### config.mk
export PLATFORM = sky130hd
export DESIGN_NAME = cssc_scan
export DESIGN_NICKNAME = d
export VERILOG_FILES = /design/src/cssc_pkg.sv /design/src/cssc_scan.sv
export SDC_FILE = /design/constraint.sdc
export NUM_CORES = 1
export LEC_CHECK = 0
export BUFFER_PORTS_ARGS = -buffer_cell sky130_fd_sc_hd__buf_2
export CORE_MARGIN = 4
export CORE_UTILIZATION = 50
export CTS_BUF_LIST = sky130_fd_sc_hd__clkbuf_4 sky130_fd_sc_hd__clkbuf_8 sky130_fd_sc_hd__clkbuf_16
export DETAILED_ROUTE_END_ITERATION = 6
export GPL_TIMING_DRIVEN = 0
export HOLD_SLACK_MARGIN = 0.02
export PLACE_DENSITY_LB_ADDON = 0.1
export SLEW_MARGIN = 20
export SYNTH_ARGS = -nofsm -noshare
export SYNTH_HDL_FRONTEND = slang
export SYNTH_SLANG_ARGS = --single-unit
export TNS_END_PERCENT = 30
### constraint.sdc
create_clock -name clk_sys -period 7.9 [get_ports clk_sys]
set_input_delay 1.58 -clock clk_sys [delete_from_list [all_inputs] [get_ports clk_sys]]
set_output_delay 1.58 -clock clk_sys [all_outputs]
set_load 0.05 [all_outputs]
### src/cssc_pkg.sv
package cssc_pkg;

  // ==========================================================
  // timing
  localparam int CLK_HZ = 125_000_000;
  localparam int CT_SELF_HZ = 500_000;
  localparam int CT_MUT_HZ = 1_000_000;
  localparam int CT_SELF_CYC = CLK_HZ / CT_SELF_HZ;
  localparam int CT_MUT_CYC = CLK_HZ / CT_MUT_HZ;
  localparam int CT_SELF2_CYC = CLK_HZ / (2 * CT_SELF_HZ);
  localparam int CT_MUT2_CYC = CLK_HZ / (2 * CT_MUT_HZ);
  localparam real T_SAMPLE_MS = 2.6;
  localparam int SAMPLE_CYC = int'(T_SAMPLE_MS * 1.0e-3 * CLK_HZ);
  localparam real T_LP_UNIT_MS = 16.0;
  localparam int LP_UNIT_CYC = int'(T_LP_UNIT_MS * 1.0e-3 * CLK_HZ);
  localparam int LP_ONE_CYC = 1_000_000;
  localparam int LP_TWO_CYC = 3_000_000;

  // ==========================================================
  // geometry
  localparam int NCH = 4;
  localparam int CW = 12;
  localparam logic [11:0] CNT_MAX = 12'hfff;
  localparam int TGT_SCALE_SH = 3;
  localparam int BAND_SH = 3;
  localparam int AVG_SH = 4;

  // ==========================================================
  // register offsets
  localparam logic [7:0] A_SYSFLAG = 8'h10;
  localparam logic [7:0] A_EVENT = 8'h11;
  localparam logic [7:0] A_CHSEL = 8'h20;
  localparam logic [7:0] A_CNT_H = 8'h21;
  localparam logic [7:0] A_CNT_L = 8'h22;
  localparam logic [7:0] A_BASE_H = 8'h23;
  localparam logic [7:0] A_BASE_L = 8'h24;
  localparam logic [7:0] A_COMP = 8'h25;
  localparam logic [7:0] A_OPTION_BANK_ZERO = 8'h30;
  localparam logic [7:0] A_OPTION_BANK_TWO = 8'h31;
  localparam logic [7:0] A_GEST = 8'h32;
  localparam logic [7:0] A_PROXSET = 8'h33;
  localparam logic [7:0] A_LPINT = 8'h34;
  localparam logic [7:0] A_TGT_PROX = 8'h35;
  localparam logic [7:0] A_TGT_TOUCH = 8'h36;
  localparam logic [7:0] A_THR_PROX = 8'h37;
  localparam logic [7:0] A_THR_TOUCH = 8'h38;

  // ==========================================================
  // field positions and reset values
  localparam int B0_MUTUAL = 3;
  localparam int B0_FLOAT = 0;
  localparam int B2_DOUBLE = 0;
  localparam int G_THIRD_EN = 0;
  localparam int P_AT_OFF = 0;
  localparam int P_AT_PART = 1;
  localparam int P_RETUNE = 2;
  localparam int F_MUTUAL = 0;
  localparam int F_LP_ACT = 1;
  localparam int F_AT_RUN = 2;
  localparam logic [7:0] RST_TGT_PROX = 8'h28;
  localparam logic [7:0] RST_TGT_TOUCH = 8'h14;
  localparam logic [7:0] RST_THR_PROX = 8'h04;
  localparam logic [7:0] RST_THR_TOUCH = 8'h10;
  localparam logic [7:0] RST_COMP = 8'h80;
  localparam logic [3:0] MASK_NP = 4'h7;
  localparam logic [3:0] MASK_LP = 4'h1;

  // ==========================================================
  // types
  typedef enum logic [1:0] {
    ST_MEAS = 2'b00,
    ST_CALC = 2'b01,
    ST_WAIT = 2'b11,
    ST_SLEEP = 2'b10
  } cssc_state_t;

  typedef struct packed {
    logic [7:0] addr;
    logic [7:0] wdata;
    logic wr;
    logic rd;
  } cssc_bus_t;

  typedef struct packed {
    logic [3:0] sel;
    logic [3:0] ground;
    logic xfer;
    logic [7:0] comp;
  } cssc_drive_t;

endpackage

### src/cssc_scan.sv
// Function
// - four slots, one shared sampling capacitor
// - idle channels grounded or floating, configurable
// - count transfers until trip voltage
// - count and baseline kept as 12 bits
// - self after reset, bank bit3 mutual, reported
// - default transfer rate 1MHz mutual, 500kHz self
// - rate double bit doubles transfer rate
// - normal power sample 2.6ms, fixed rate
// - disabled channel drops its slot
// - low power interval value times 16ms, except 1 and 2, which give 8ms and 24ms
// - low power charges channel zero once each interval
// - proximity event in low power zooms
// - low power flag when rate set, not zoomed
// - channels zero to two on; three by bit
// - low power measures proximity channel only
// - per-channel slow baseline, high and low bytes
// - self event: count below baseline minus threshold
// - mutual event: count above baseline plus threshold
// - proximity threshold ch0, touch threshold others
// - tuning on; off when disable and partial
// - tuning running flag while tuning
// - compensation toward target times eight
// - retune when count leaves target band
// - retune request cleared once tuning starts
//
// Added by the designer: strobed register access and the register offsets.
`timescale 1ns/1ps

module cssc_scan #(
  parameter int SAMPLE_CYC = cssc_pkg::SAMPLE_CYC,
  parameter int LP_UNIT_CYC = cssc_pkg::LP_UNIT_CYC,
  parameter int LP_ONE_CYC = cssc_pkg::LP_ONE_CYC,
  parameter int LP_TWO_CYC = cssc_pkg::LP_TWO_CYC
) (
  // clock and reset
  input wire logic clk_sys,
  input wire logic resetn,
  // register port
  input wire cssc_pkg::cssc_bus_t busReq,
  output logic [7:0] regRdata,
  // analogue front end
  input wire logic tripIn,
  output cssc_pkg::cssc_drive_t drive,
  output logic [3:0] eventOut
);

  // ==========================================================
  // state
  typedef struct packed {
    cssc_pkg::cssc_state_t st;
    logic [1:0] ch;
    logic [7:0] div;
    logic [11:0] xcnt;
    logic [19:0] slotTmr;
    logic [31:0] lpTmr;
    logic [3:0][11:0] cnt;
    logic [3:0][11:0] base;
    logic [3:0][7:0] comp;
    logic [3:0] evt;
    logic [3:0] baseOk;
    logic [3:0] tuneOk;
    logic tuning;
    logic zoom;
    logic [7:0] option_bank_zero;
    logic [7:0] option_bank_two;
    logic [7:0] gest;
    logic [7:0] proxSet;
    logic [7:0] lpInt;
    logic [7:0] tgtProx;
    logic [7:0] tgtTouch;
    logic [7:0] thrProx;
    logic [7:0] thrTouch;
    logic [1:0] rdCh;
    logic [7:0] rdata;
    cssc_pkg::cssc_drive_t drv;
  } cssc_regs_t;

  cssc_regs_t q;
  cssc_regs_t n;

  assign regRdata = q.rdata;
  assign drive = q.drv;
  assign eventOut = q.evt;

  // ==========================================================
  // helpers
  function automatic logic [1:0] cssc_next(
    input logic [1:0] cur,
    input logic [3:0] en
  );
    logic [1:0] r;
    logic [1:0] c;
    r = cur;
    c = cur;
    for (int i = 0; i < 4; i++) begin
      c = c + 2'd1;
      if (en[c] && r == cur) begin
        r = c;
      end
    end
    return r;
  endfunction

  function automatic logic [7:0] cssc_cyc(input int v);
    return v[7:0];
  endfunction

  function automatic logic [31:0] cssc_lp(input logic [7:0] v);
    logic [31:0] r;
    case (v)
      8'h01: r = LP_ONE_CYC[31:0];
      8'h02: r = LP_TWO_CYC[31:0];
      default: r = 32'(v) * LP_UNIT_CYC[31:0];
    endcase
    return r;
  endfunction

  // ==========================================================
  // next state
  always_comb begin
    logic mutual;
    logic lpAct;
    logic atOn;
    logic [3:0] enMask;
    logic [7:0] perCyc;
    logic [11:0] c;
    logic [11:0] b;
    logic [12:0] thr;
    logic [12:0] tgt;
    logic [12:0] band;
    logic outBand;
    logic hit;
    logic [12:0] diff;
    logic [3:0] okNext;
    logic startTune;
    logic [1:0] nx;
    n = q;
    mutual = q.option_bank_zero[cssc_pkg::B0_MUTUAL];
    lpAct = (q.lpInt != 8'h00) && !q.zoom;
    atOn = !(q.proxSet[cssc_pkg::P_AT_OFF]
             && q.proxSet[cssc_pkg::P_AT_PART]);
    enMask = cssc_pkg::MASK_NP
             | {q.gest[cssc_pkg::G_THIRD_EN], 3'b000};
    if (lpAct) begin
      enMask = cssc_pkg::MASK_LP;
    end
    if (mutual) begin
      perCyc = q.option_bank_two[cssc_pkg::B2_DOUBLE]
        ? cssc_cyc(cssc_pkg::CT_MUT2_CYC)
        : cssc_cyc(cssc_pkg::CT_MUT_CYC);
    end else begin
      perCyc = q.option_bank_two[cssc_pkg::B2_DOUBLE]
        ? cssc_cyc(cssc_pkg::CT_SELF2_CYC)
        : cssc_cyc(cssc_pkg::CT_SELF_CYC);
    end
    c = q.xcnt;
    b = q.base[q.ch];
    thr = (q.ch == 2'd0) ? 13'(q.thrProx) : 13'(q.thrTouch);
    tgt = ((q.ch == 2'd0) ? 13'(q.tgtProx) : 13'(q.tgtTouch))
          << cssc_pkg::TGT_SCALE_SH;
    band = tgt >> cssc_pkg::BAND_SH;
    outBand = (13'(c) < tgt - band) || (13'(c) > tgt + band);
    if (mutual) begin
      hit = 13'(c) > 13'(b) + thr;
    end else begin
      hit = 13'(c) + thr < 13'(b);
    end
    diff = 13'(c) - 13'(b);
    okNext = q.tuneOk;
    startTune = 1'b0;
    nx = cssc_next(q.ch, enMask);
    n.drv.xfer = 1'b0;
    n.slotTmr = q.slotTmr + 20'd1;

    // --------------------------------------------------------
    unique case (q.st)
      cssc_pkg::ST_MEAS: begin
        // one shared capacitor: only the slot channel is charged
        n.drv.sel = 4'b0001 << q.ch;
        if (q.div >= perCyc - 8'd1) begin
          n.div = 8'h00;
          if (tripIn || q.xcnt == cssc_pkg::CNT_MAX) begin
            n.st = cssc_pkg::ST_CALC;
            n.drv.sel = 4'h0;
          end else begin
            n.drv.xfer = 1'b1;
            n.xcnt = q.xcnt + 12'd1;
          end
        end else begin
          n.div = q.div + 8'd1;
        end
      end
      cssc_pkg::ST_CALC: begin
        n.cnt[q.ch] = c;
        n.evt[q.ch] = hit && q.baseOk[q.ch] && !q.tuning;
        if (!q.baseOk[q.ch] || q.tuning) begin
          n.base[q.ch] = c;
          n.baseOk[q.ch] = 1'b1;
        end else if (diff[12] && diff[12:cssc_pkg::AVG_SH] == '1) begin
          n.base[q.ch] = (c == b) ? b : b - 12'd1;
        end else if (!diff[12] && diff[12:cssc_pkg::AVG_SH] == '0) begin
          n.base[q.ch] = (c == b) ? b : b + 12'd1;
        end else begin
          n.base[q.ch] = b + 12'(($signed(diff))
                         >>> cssc_pkg::AVG_SH);
        end
        if (q.ch == 2'd0) begin
          if (lpAct && hit && q.baseOk[0]) begin
            n.zoom = 1'b1;
          end else if (!hit) begin
            n.zoom = 1'b0;
          end
        end
        if (atOn) begin
          if (!q.tuning && (outBand || q.proxSet[cssc_pkg::P_RETUNE])) begin
            startTune = 1'b1;
          end
          if (q.tuning || startTune) begin
            if (outBand) begin
              // more compensation pulls the count down
              if (13'(c) > tgt) begin
                n.comp[q.ch] = (q.comp[q.ch] == 8'hff) ? 8'hff
                               : q.comp[q.ch] + 8'd1;
              end else begin
                n.comp[q.ch] = (q.comp[q.ch] == 8'h00) ? 8'h00
                               : q.comp[q.ch] - 8'd1;
              end
            end
            okNext = (startTune ? 4'h0 : q.tuneOk);
            okNext[q.ch] = !outBand;
            n.tuneOk = okNext;
            n.tuning = (okNext | ~enMask) != 4'hf;
          end
        end else begin
          n.tuning = 1'b0;
        end
        n.st = cssc_pkg::ST_WAIT;
      end
      cssc_pkg::ST_WAIT: begin
        if (q.slotTmr >= 20'(SAMPLE_CYC - 1)) begin
          n.slotTmr = 20'h0;
          n.div = 8'h00;
          n.xcnt = 12'h000;
          if (lpAct && nx == 2'd0) begin
            n.st = cssc_pkg::ST_SLEEP;
            n.lpTmr = cssc_lp(q.lpInt);
          end else begin
            n.ch = nx;
            n.st = cssc_pkg::ST_MEAS;
            n.drv.comp = q.comp[nx];
          end
        end
      end
      cssc_pkg::ST_SLEEP: begin
        n.slotTmr = 20'h0;
        if (q.lpTmr <= 32'd1 || !lpAct) begin
          n.ch = 2'd0;
          n.st = cssc_pkg::ST_MEAS;
          n.drv.comp = q.comp[0];
        end else begin
          n.lpTmr = q.lpTmr - 32'd1;
        end
      end
    endcase
    if (q.lpInt == 8'h00) begin
      n.zoom = 1'b0;
    end

    // idle channels follow the float option
    n.drv.ground = q.option_bank_zero[cssc_pkg::B0_FLOAT] ? 4'h0
                   : ~n.drv.sel;

    // --------------------------------------------------------
    // register writes; a host set lands after the clear
    if (startTune) begin
      n.proxSet[cssc_pkg::P_RETUNE] = 1'b0;
    end
    if (busReq.wr) begin
      unique case (busReq.addr)
        cssc_pkg::A_CHSEL: n.rdCh = busReq.wdata[1:0];
        cssc_pkg::A_OPTION_BANK_ZERO: n.option_bank_zero = busReq.wdata;
        cssc_pkg::A_OPTION_BANK_TWO: n.option_bank_two = busReq.wdata;
        cssc_pkg::A_GEST: n.gest = busReq.wdata;
        cssc_pkg::A_PROXSET: n.proxSet = busReq.wdata;
        cssc_pkg::A_LPINT: n.lpInt = busReq.wdata;
        cssc_pkg::A_TGT_PROX: n.tgtProx = busReq.wdata;
        cssc_pkg::A_TGT_TOUCH: n.tgtTouch = busReq.wdata;
        cssc_pkg::A_THR_PROX: n.thrProx = busReq.wdata;
        cssc_pkg::A_THR_TOUCH: n.thrTouch = busReq.wdata;
        default: ;
      endcase
    end

    // --------------------------------------------------------
    // read data, valid one cycle after the strobe only
    n.rdata = 8'h00;
    if (busReq.rd) begin
      unique case (busReq.addr)
        cssc_pkg::A_SYSFLAG: begin
          n.rdata[cssc_pkg::F_MUTUAL] = mutual;
          n.rdata[cssc_pkg::F_LP_ACT] = lpAct;
          n.rdata[cssc_pkg::F_AT_RUN] = q.tuning;
        end
        cssc_pkg::A_EVENT: n.rdata = {4'h0, q.evt};
        cssc_pkg::A_CHSEL: n.rdata = {6'h00, q.rdCh};
        cssc_pkg::A_CNT_H: n.rdata = {4'h0, q.cnt[q.rdCh][11:8]};
        cssc_pkg::A_CNT_L: n.rdata = q.cnt[q.rdCh][7:0];
        cssc_pkg::A_BASE_H: n.rdata = {4'h0, q.base[q.rdCh][11:8]};
        cssc_pkg::A_BASE_L: n.rdata = q.base[q.rdCh][7:0];
        cssc_pkg::A_COMP: n.rdata = q.comp[q.rdCh];
        cssc_pkg::A_OPTION_BANK_ZERO: n.rdata = q.option_bank_zero;
        cssc_pkg::A_OPTION_BANK_TWO: n.rdata = q.option_bank_two;
        cssc_pkg::A_GEST: n.rdata = q.gest;
        cssc_pkg::A_PROXSET: n.rdata = q.proxSet;
        cssc_pkg::A_LPINT: n.rdata = q.lpInt;
        cssc_pkg::A_TGT_PROX: n.rdata = q.tgtProx;
        cssc_pkg::A_TGT_TOUCH: n.rdata = q.tgtTouch;
        cssc_pkg::A_THR_PROX: n.rdata = q.thrProx;
        cssc_pkg::A_THR_TOUCH: n.rdata = q.thrTouch;
        default: n.rdata = 8'h00;
      endcase
    end
  end

  // ==========================================================
  // registers
  always_ff @(posedge clk_sys or negedge resetn) begin
    if (!resetn) begin
      q <= '0;
      q.st <= cssc_pkg::ST_MEAS;
      q.comp <= {4{cssc_pkg::RST_COMP}};
      q.drv.comp <= cssc_pkg::RST_COMP;
      q.tuning <= 1'b1;
      q.tgtProx <= cssc_pkg::RST_TGT_PROX;
      q.tgtTouch <= cssc_pkg::RST_TGT_TOUCH;
      q.thrProx <= cssc_pkg::RST_THR_PROX;
      q.thrTouch <= cssc_pkg::RST_THR_TOUCH;
    end else begin
      q <= n;
    end
  end

endmodule

* After elaboration in Yosys (flattened, before gate mapping)
Cells that the tools add are included.
Word-level totals: register bits 317, latch bits 0, RAM bits 0, ROM bits 0, output and inout port bits 29, word-level logic and storage cells 286, memories kept 0
Cells by class: add/sub/neg operators 19, multiply operators 1, divide/modulo/power cells 0, order comparisons 16, equal/unequal tests 39, shifts and indexed selects 1, multiplexer cells 108, bitwise operators 5, reductions and logical operators 58
Operators by type and width (number):
- bitwise mux 48 bit | 5
- 2-to-1 mux 8 bit | 20
- 2-to-1 mux 48 bit | 3
- equality test 8 x 6 -> 1 bit (second input constant) | 15
- one-hot mux 52 bit (2 select lines) | 1
- 2-to-1 mux 12 bit | 8
- 2-to-1 mux 32 bit | 3
- 2-to-1 mux 76 bit | 1
- one-hot mux 5 bit (15 select lines) | 1
- binary-select mux 12 bit (select 2 bit) | 3
- bitwise mux 32 bit | 2
- one-hot mux 29 bit (2 select lines) | 1
- one-hot mux 3 bit (17 select lines) | 1
- binary-select mux 8 bit (select 2 bit) | 3
- 2-to-1 mux 45 bit | 1
- one-hot mux 20 bit (2 select lines) | 1
- <= comparator 32 x 1 -> 1 bit (second input constant) | 1
- subtractor 32 x 1 -> 32 bit (second input constant) | 1
- 2-to-1 mux 4 bit | 7
- adder 12 x 8 -> 13 bit | 2
- AND reduction 2 bit | 13
- adder 12 x 1 -> 12 bit (second input constant) | 2
- demux 12 bit (select 2 bit) | 1
- 2-to-1 mux 1 bit | 23
- other kinds (56) | 128

* Depth between registers and ports, before layout
word-level depth 20, depth in mapped cells 29, gate-level depth less buffers 24

* Worst setup path before layout
OpenSTA, ideal clock, no wires.
kind register -> register, from register q[314] (netlist name), to register q (netlist bit eventOut[0]), library setup time 84 ps, arrival 5426 ps, data required time 7816 ps, setup slack 2391 ps, stages on the path, launching flop included 28, buffers on the path 6, period minus slack after synthesis 5509 ps, cells stage by stage dfrtp_1 buf_2 buf_2 buf_2 inv_1 ha_1 buf_2 clkbuf_1 clkbuf_1 mux2_2 ha_1 fa_1 a21oi_1 nor2_1 nor2_1 o31ai_1 a21o_1 a21o_1 xnor2_1 ha_1 and4_1 nand2_1 o211ai_1 a21oi_1 o21a_1 a311oi_1 o21ai_0 o21ai_0
On the way: word-level cells in the longest chain between the ends 8
Ends and longest elaborated chain:
- start, declared | RTL line cssc_scan.sv:79 | cssc_regs_t q;
- start signal, assigned | RTL line cssc_scan.sv:340 | q <= n;
- binary-select mux 12 bit (select 2 bit) or logical NOT 2 bit (tied branches) | RTL line cssc_scan.sv:158, cssc_scan.sv:159
- 2-to-1 mux 12 bit (implied by the code) or 2-to-1 mux 8 bit (tied branches) | RTL line cssc_scan.sv:158, cssc_scan.sv:159
- adder 12 x 8 -> 13 bit (on tied branches) | RTL line cssc_scan.sv:165, cssc_scan.sv:167
- > comparator 12 x 13 -> 1 bit or < comparator 13 x 12 -> 1 bit (tied branches) | RTL line cssc_scan.sv:165, cssc_scan.sv:167
- 2-to-1 mux 1 bit | RTL line cssc_scan.sv:164 | if (mutual) begin
- logical AND 1 bit (2 in a row) | RTL line cssc_scan.sv:196 | n.evt[q.ch] = hit && q.baseOk[q.ch] && !q.tuning;
- bitwise mux 4 bit * | RTL line cssc_scan.sv:196
Mark *: on every way between the ends. The rest lies on a longest branch, timed or not. The select of a mux whose other input is x is not followed. A chain may end at the register's enable or synchronous reset.

* Final worst setup path
from register q[314] (netlist name), to register q (netlist bit eventOut[1])
The elaborated chain is that of the path after synthesis.

==> run_results.csv <==
group,metric,value,unit
clocking,ctsResizeCount,0,
clocking,clockRootBuffer,"clkbuf_16",
logic_synthesis,syn-num-nets,2590,
cells_and_area,final.fill_count,3990,
logic_synthesis,synth_top_cell_area_share,33.5,%
logic_synthesis,synthCells,2368,
cells_and_area,nNetsFinal,2677,
clocking,cts_setup_buffers,0,
global_routing,grt_pass1_wl,112000,um
clocking,clkSinkCount,317,
global_routing,gr-total-overflow,0,
routing,drt_wl_total,72600,um
logic_synthesis,synth_edf_count,0,
die,die_h,221,um
logic_synthesis,yosys-top-cells-area,"dfrtp_1 (34%), ha_1 (9.9%), mux2_2 (6.7%)",
timing,fin_ws,0.379,ns
routing,via_per_inst,6.23,
pwr,irDropWorstVdd,0.240,mV
clocking,cts.clk_slew.worst_paths,0.06,ns
logic_synthesis,ys_ff_latch,317,
clocking,h-tree-depth,2,
cells_and_area,multi_input_area,13700,sq um
logic_synthesis,synth_cell_type_count,99,
timing,fmax,133,MHz
worst_hold_path,min_from,"q[202]",
routing,drt-pass1-iter-count,6,
pwr,pwr-share-comb,45.3,%
place,io_buffers,44,
timing,relSlewSlack,22.4,%
worst_hold_path,hold_path_depth,2,
timing,period_needed,7.52,ns
pwr,switching_share,42.0,%
logic_synthesis,async_flop_share,100,%
worst_setup_path,cp_max_fo,10,
logic_synthesis,syn_area_per_cell,9.61,sq um
timing,hold_violations,0,
worst_setup_path,timing.rr.start,"q[314]",
clocking,cts_hold_buf,0,
worst_setup_path,worstPathRequired,8.36,ns
global_routing,grtUsageTotal,28.8,%
job,max_cap_violations,0,
die,core_area,44600,sq um
die,dieArea,49000,sq um
pwr,p_switching,2970,uW
die,pin_count,50,
routing,ant_nets,0,
clocking,clockBufferDepth,3,
timing,finalCritPeriodShare,95.2,%
routing,dr.first_iter.drc_count,1708,
die,start_util,51.0,%
cells_and_area,regArea,7950,sq um
cells_and_area,fin_cells,3078,
clocking,clock_latency,0.56,ns
timing,tightest_slew,1.15,ns
die,die_x,221,um
global_routing,grt_pass1_vias,18826,
logic_synthesis,synth_ff_type,"dfrtp_1",
worst_setup_path,critPathKind,"register to register",
place,gp_congestion,0.968,
timing,finalSetupViolations,0,
worst_setup_path,r2r_cells,27,
timing,slew_viol_final,0,
pwr,p_clk_share,27.2,%
logic_synthesis,synth_top_cells_by_count,"dfrtp_1 (305), nand2_1 (244), ha_1 (180), o21ai_0 (178), nor2_1 (161)",
pwr,p_int,4100,uW
worst_hold_path,hold_path_class,"register to register",
cells_and_area,utilization,56.5,%
logic_synthesis,synth_area_leader_cell,"dfrtp_1",
status,status,"complete, no violations",
timing,finClkSkew,0.0149,ns
cells_and_area,syn2layout_area_growth,10.7,%
pwr,p_per_area,281,nW/um^2
pwr,p_leak,0.0115,uW
die,rows,77,
worst_setup_path,r2r_slack,0.38,ns
clocking,cts_tree,"built",
place,dp.cells,3007,
routing,drt-wirelength-per-cell,23.6,um
cells_and_area,drive_gt1_share,16.3,%
worst_setup_path,cp_data_arrival_time,7.98,ns
logic_synthesis,synth_most_common_cell,"dfrtp_1",
pwr,sequentialPowerShare,27.5,%
worst_setup_path,worst_setup_path_start_kind,"register",
logic_synthesis,netlist_area,22800,sq um
worst_setup_path,end_kind,"register",
clocking,numCtsBuffers,38,
place,hpwl,53900,um
place,dpl_worst_slack,0.475,ns
worst_setup_path,startpoint,"q[314]",
logic_synthesis,ys_seq_area_share,34.9,%
routing,num_vias,19163,
global_routing,grt_max_degree,95,
logic_synthesis,yosysWarnings,0,
global_routing,antenna_found_initial,3,
timing,rsz0062_at_grt,"no",
routing,drc,0,
==> logic make-up after synthesis <==
family,count (synthesis),share of synthesized area (%)
xor gates and xnor gates,103,3.96
DFF,317,34.9
AOI/OAI and AO/OA,573,16.3
buffers and inverters,248,4.86
adders and majority gates,201,11.7
and+or+nand+nor,711,14.8
other,2,0.0330
muxes,213,13.4
==> through the flow <==
| stage | setup TNS [ns] | hold slack, ns | power (uW) | area [sq um] |
|---|---|---|---|---|
| 2_1_floorplan | 0 | 0.441 | 4110 | 22800 |
| 3_3_place_gp | -233.28 | 0.456 | 5040 | 23700 |
| 3_5_place_dp | 0 | 0.462 | 5100 | 23800 |
| 4_1_cts | 0 | 0.476 | 7040 | 25200 |
| 5_1_grt | 0 | 0.494 | 7440 | 25200 |
| 6_report | 0 | 0.476 | 7070 | 25200 |
==> power groups by stage <==
stage / combinational (uW) / sequential [uW] / clock, uW
2_1_floorplan: 2210 / 1900 / 0
4_1_cts: 3150 / 1940 / 1950
5_1_grt: 3460 / 1960 / 2020
3_3_place_gp: 3080 / 1960 / 0
6_report: 3200 / 1940 / 1920
3_5_place_dp: 3130 / 1970 / 0
==> flip-flops by register name, indices dropped and copies added, names as in the netlist <==
name	count
regRdata	8
q	288
drive	17
eventOut	4
==> final cells by class <==
class,instances,area share [%]
clock buffers,51,4.36
well taps,592,2.94
plain buffers,136,2.73
flip-flops and latches,317,31.5
diodes,1,0.00993
inverters,112,1.67
repair buffers,47,1.24
clock inverters,19,1.11
multi-input cells,1803,54.4
==> metal layers <==
metal	GRT usage (%)	wire length (um)	vias up
met4	11.7	3350	2
met1	38.9	30900	9474
li1	-	-	8804
met5	0	14	-
met3	4.69	4980	154
met2	46.7	33400	729
==> worst max-delay path, cell delays in order, from the launching register on <==
cell and delay, ns:
dfrtp_1 0.40, buf_2 0.23, buf_2 0.32, buf_2 0.34
inv_1 0.17, ha_1 0.15, buf_2 0.25, clkbuf_1 0.59
clkbuf_1 0.62, mux2_2 0.46, ha_1 0.22, fa_1 0.41
a21oi_1 0.16, nor2_1 0.05, nor2_1 0.20, o31ai_1 0.15
a21o_1 0.19, a21o_1 0.21, xnor2_1 0.14, ha_1 0.29
and4_1 0.21, nand2_1 0.08, o211ai_1 0.17, a21oi_1 0.09
o21a_1 0.18, a311oi_1 0.44, o21ai_0 0.40, o21ai_0 0.27
==> layout by cell type, fill, tap and decap left out, drive strengths merged, types with 27 or more instances in the layout <==
cell type  synthesis  layout
dfrtp            305     305
nand2            244     244
o21ai            188     188
ha               180     180
nor2             161     161
mux2             136     136
clkbuf            77     128
a21oi            126     126
inv              111     114
buf               59     106
xnor2             66      66
nand3             65      65
mux4              57      57
nor3              52      52
xor2              37      37
nor2b             31      31
and3              27      27
==> final timing paths <==
check,to
hold reg to reg,q[202]
setup reg to reg,eventOut[1]
hold / removal,q[202]
max in group asynchronous,eventOut[3]
min in group asynchronous,q[279]
setup / recovery,eventOut[1]
Note: power is estimated with default switching activity, not from simulation.
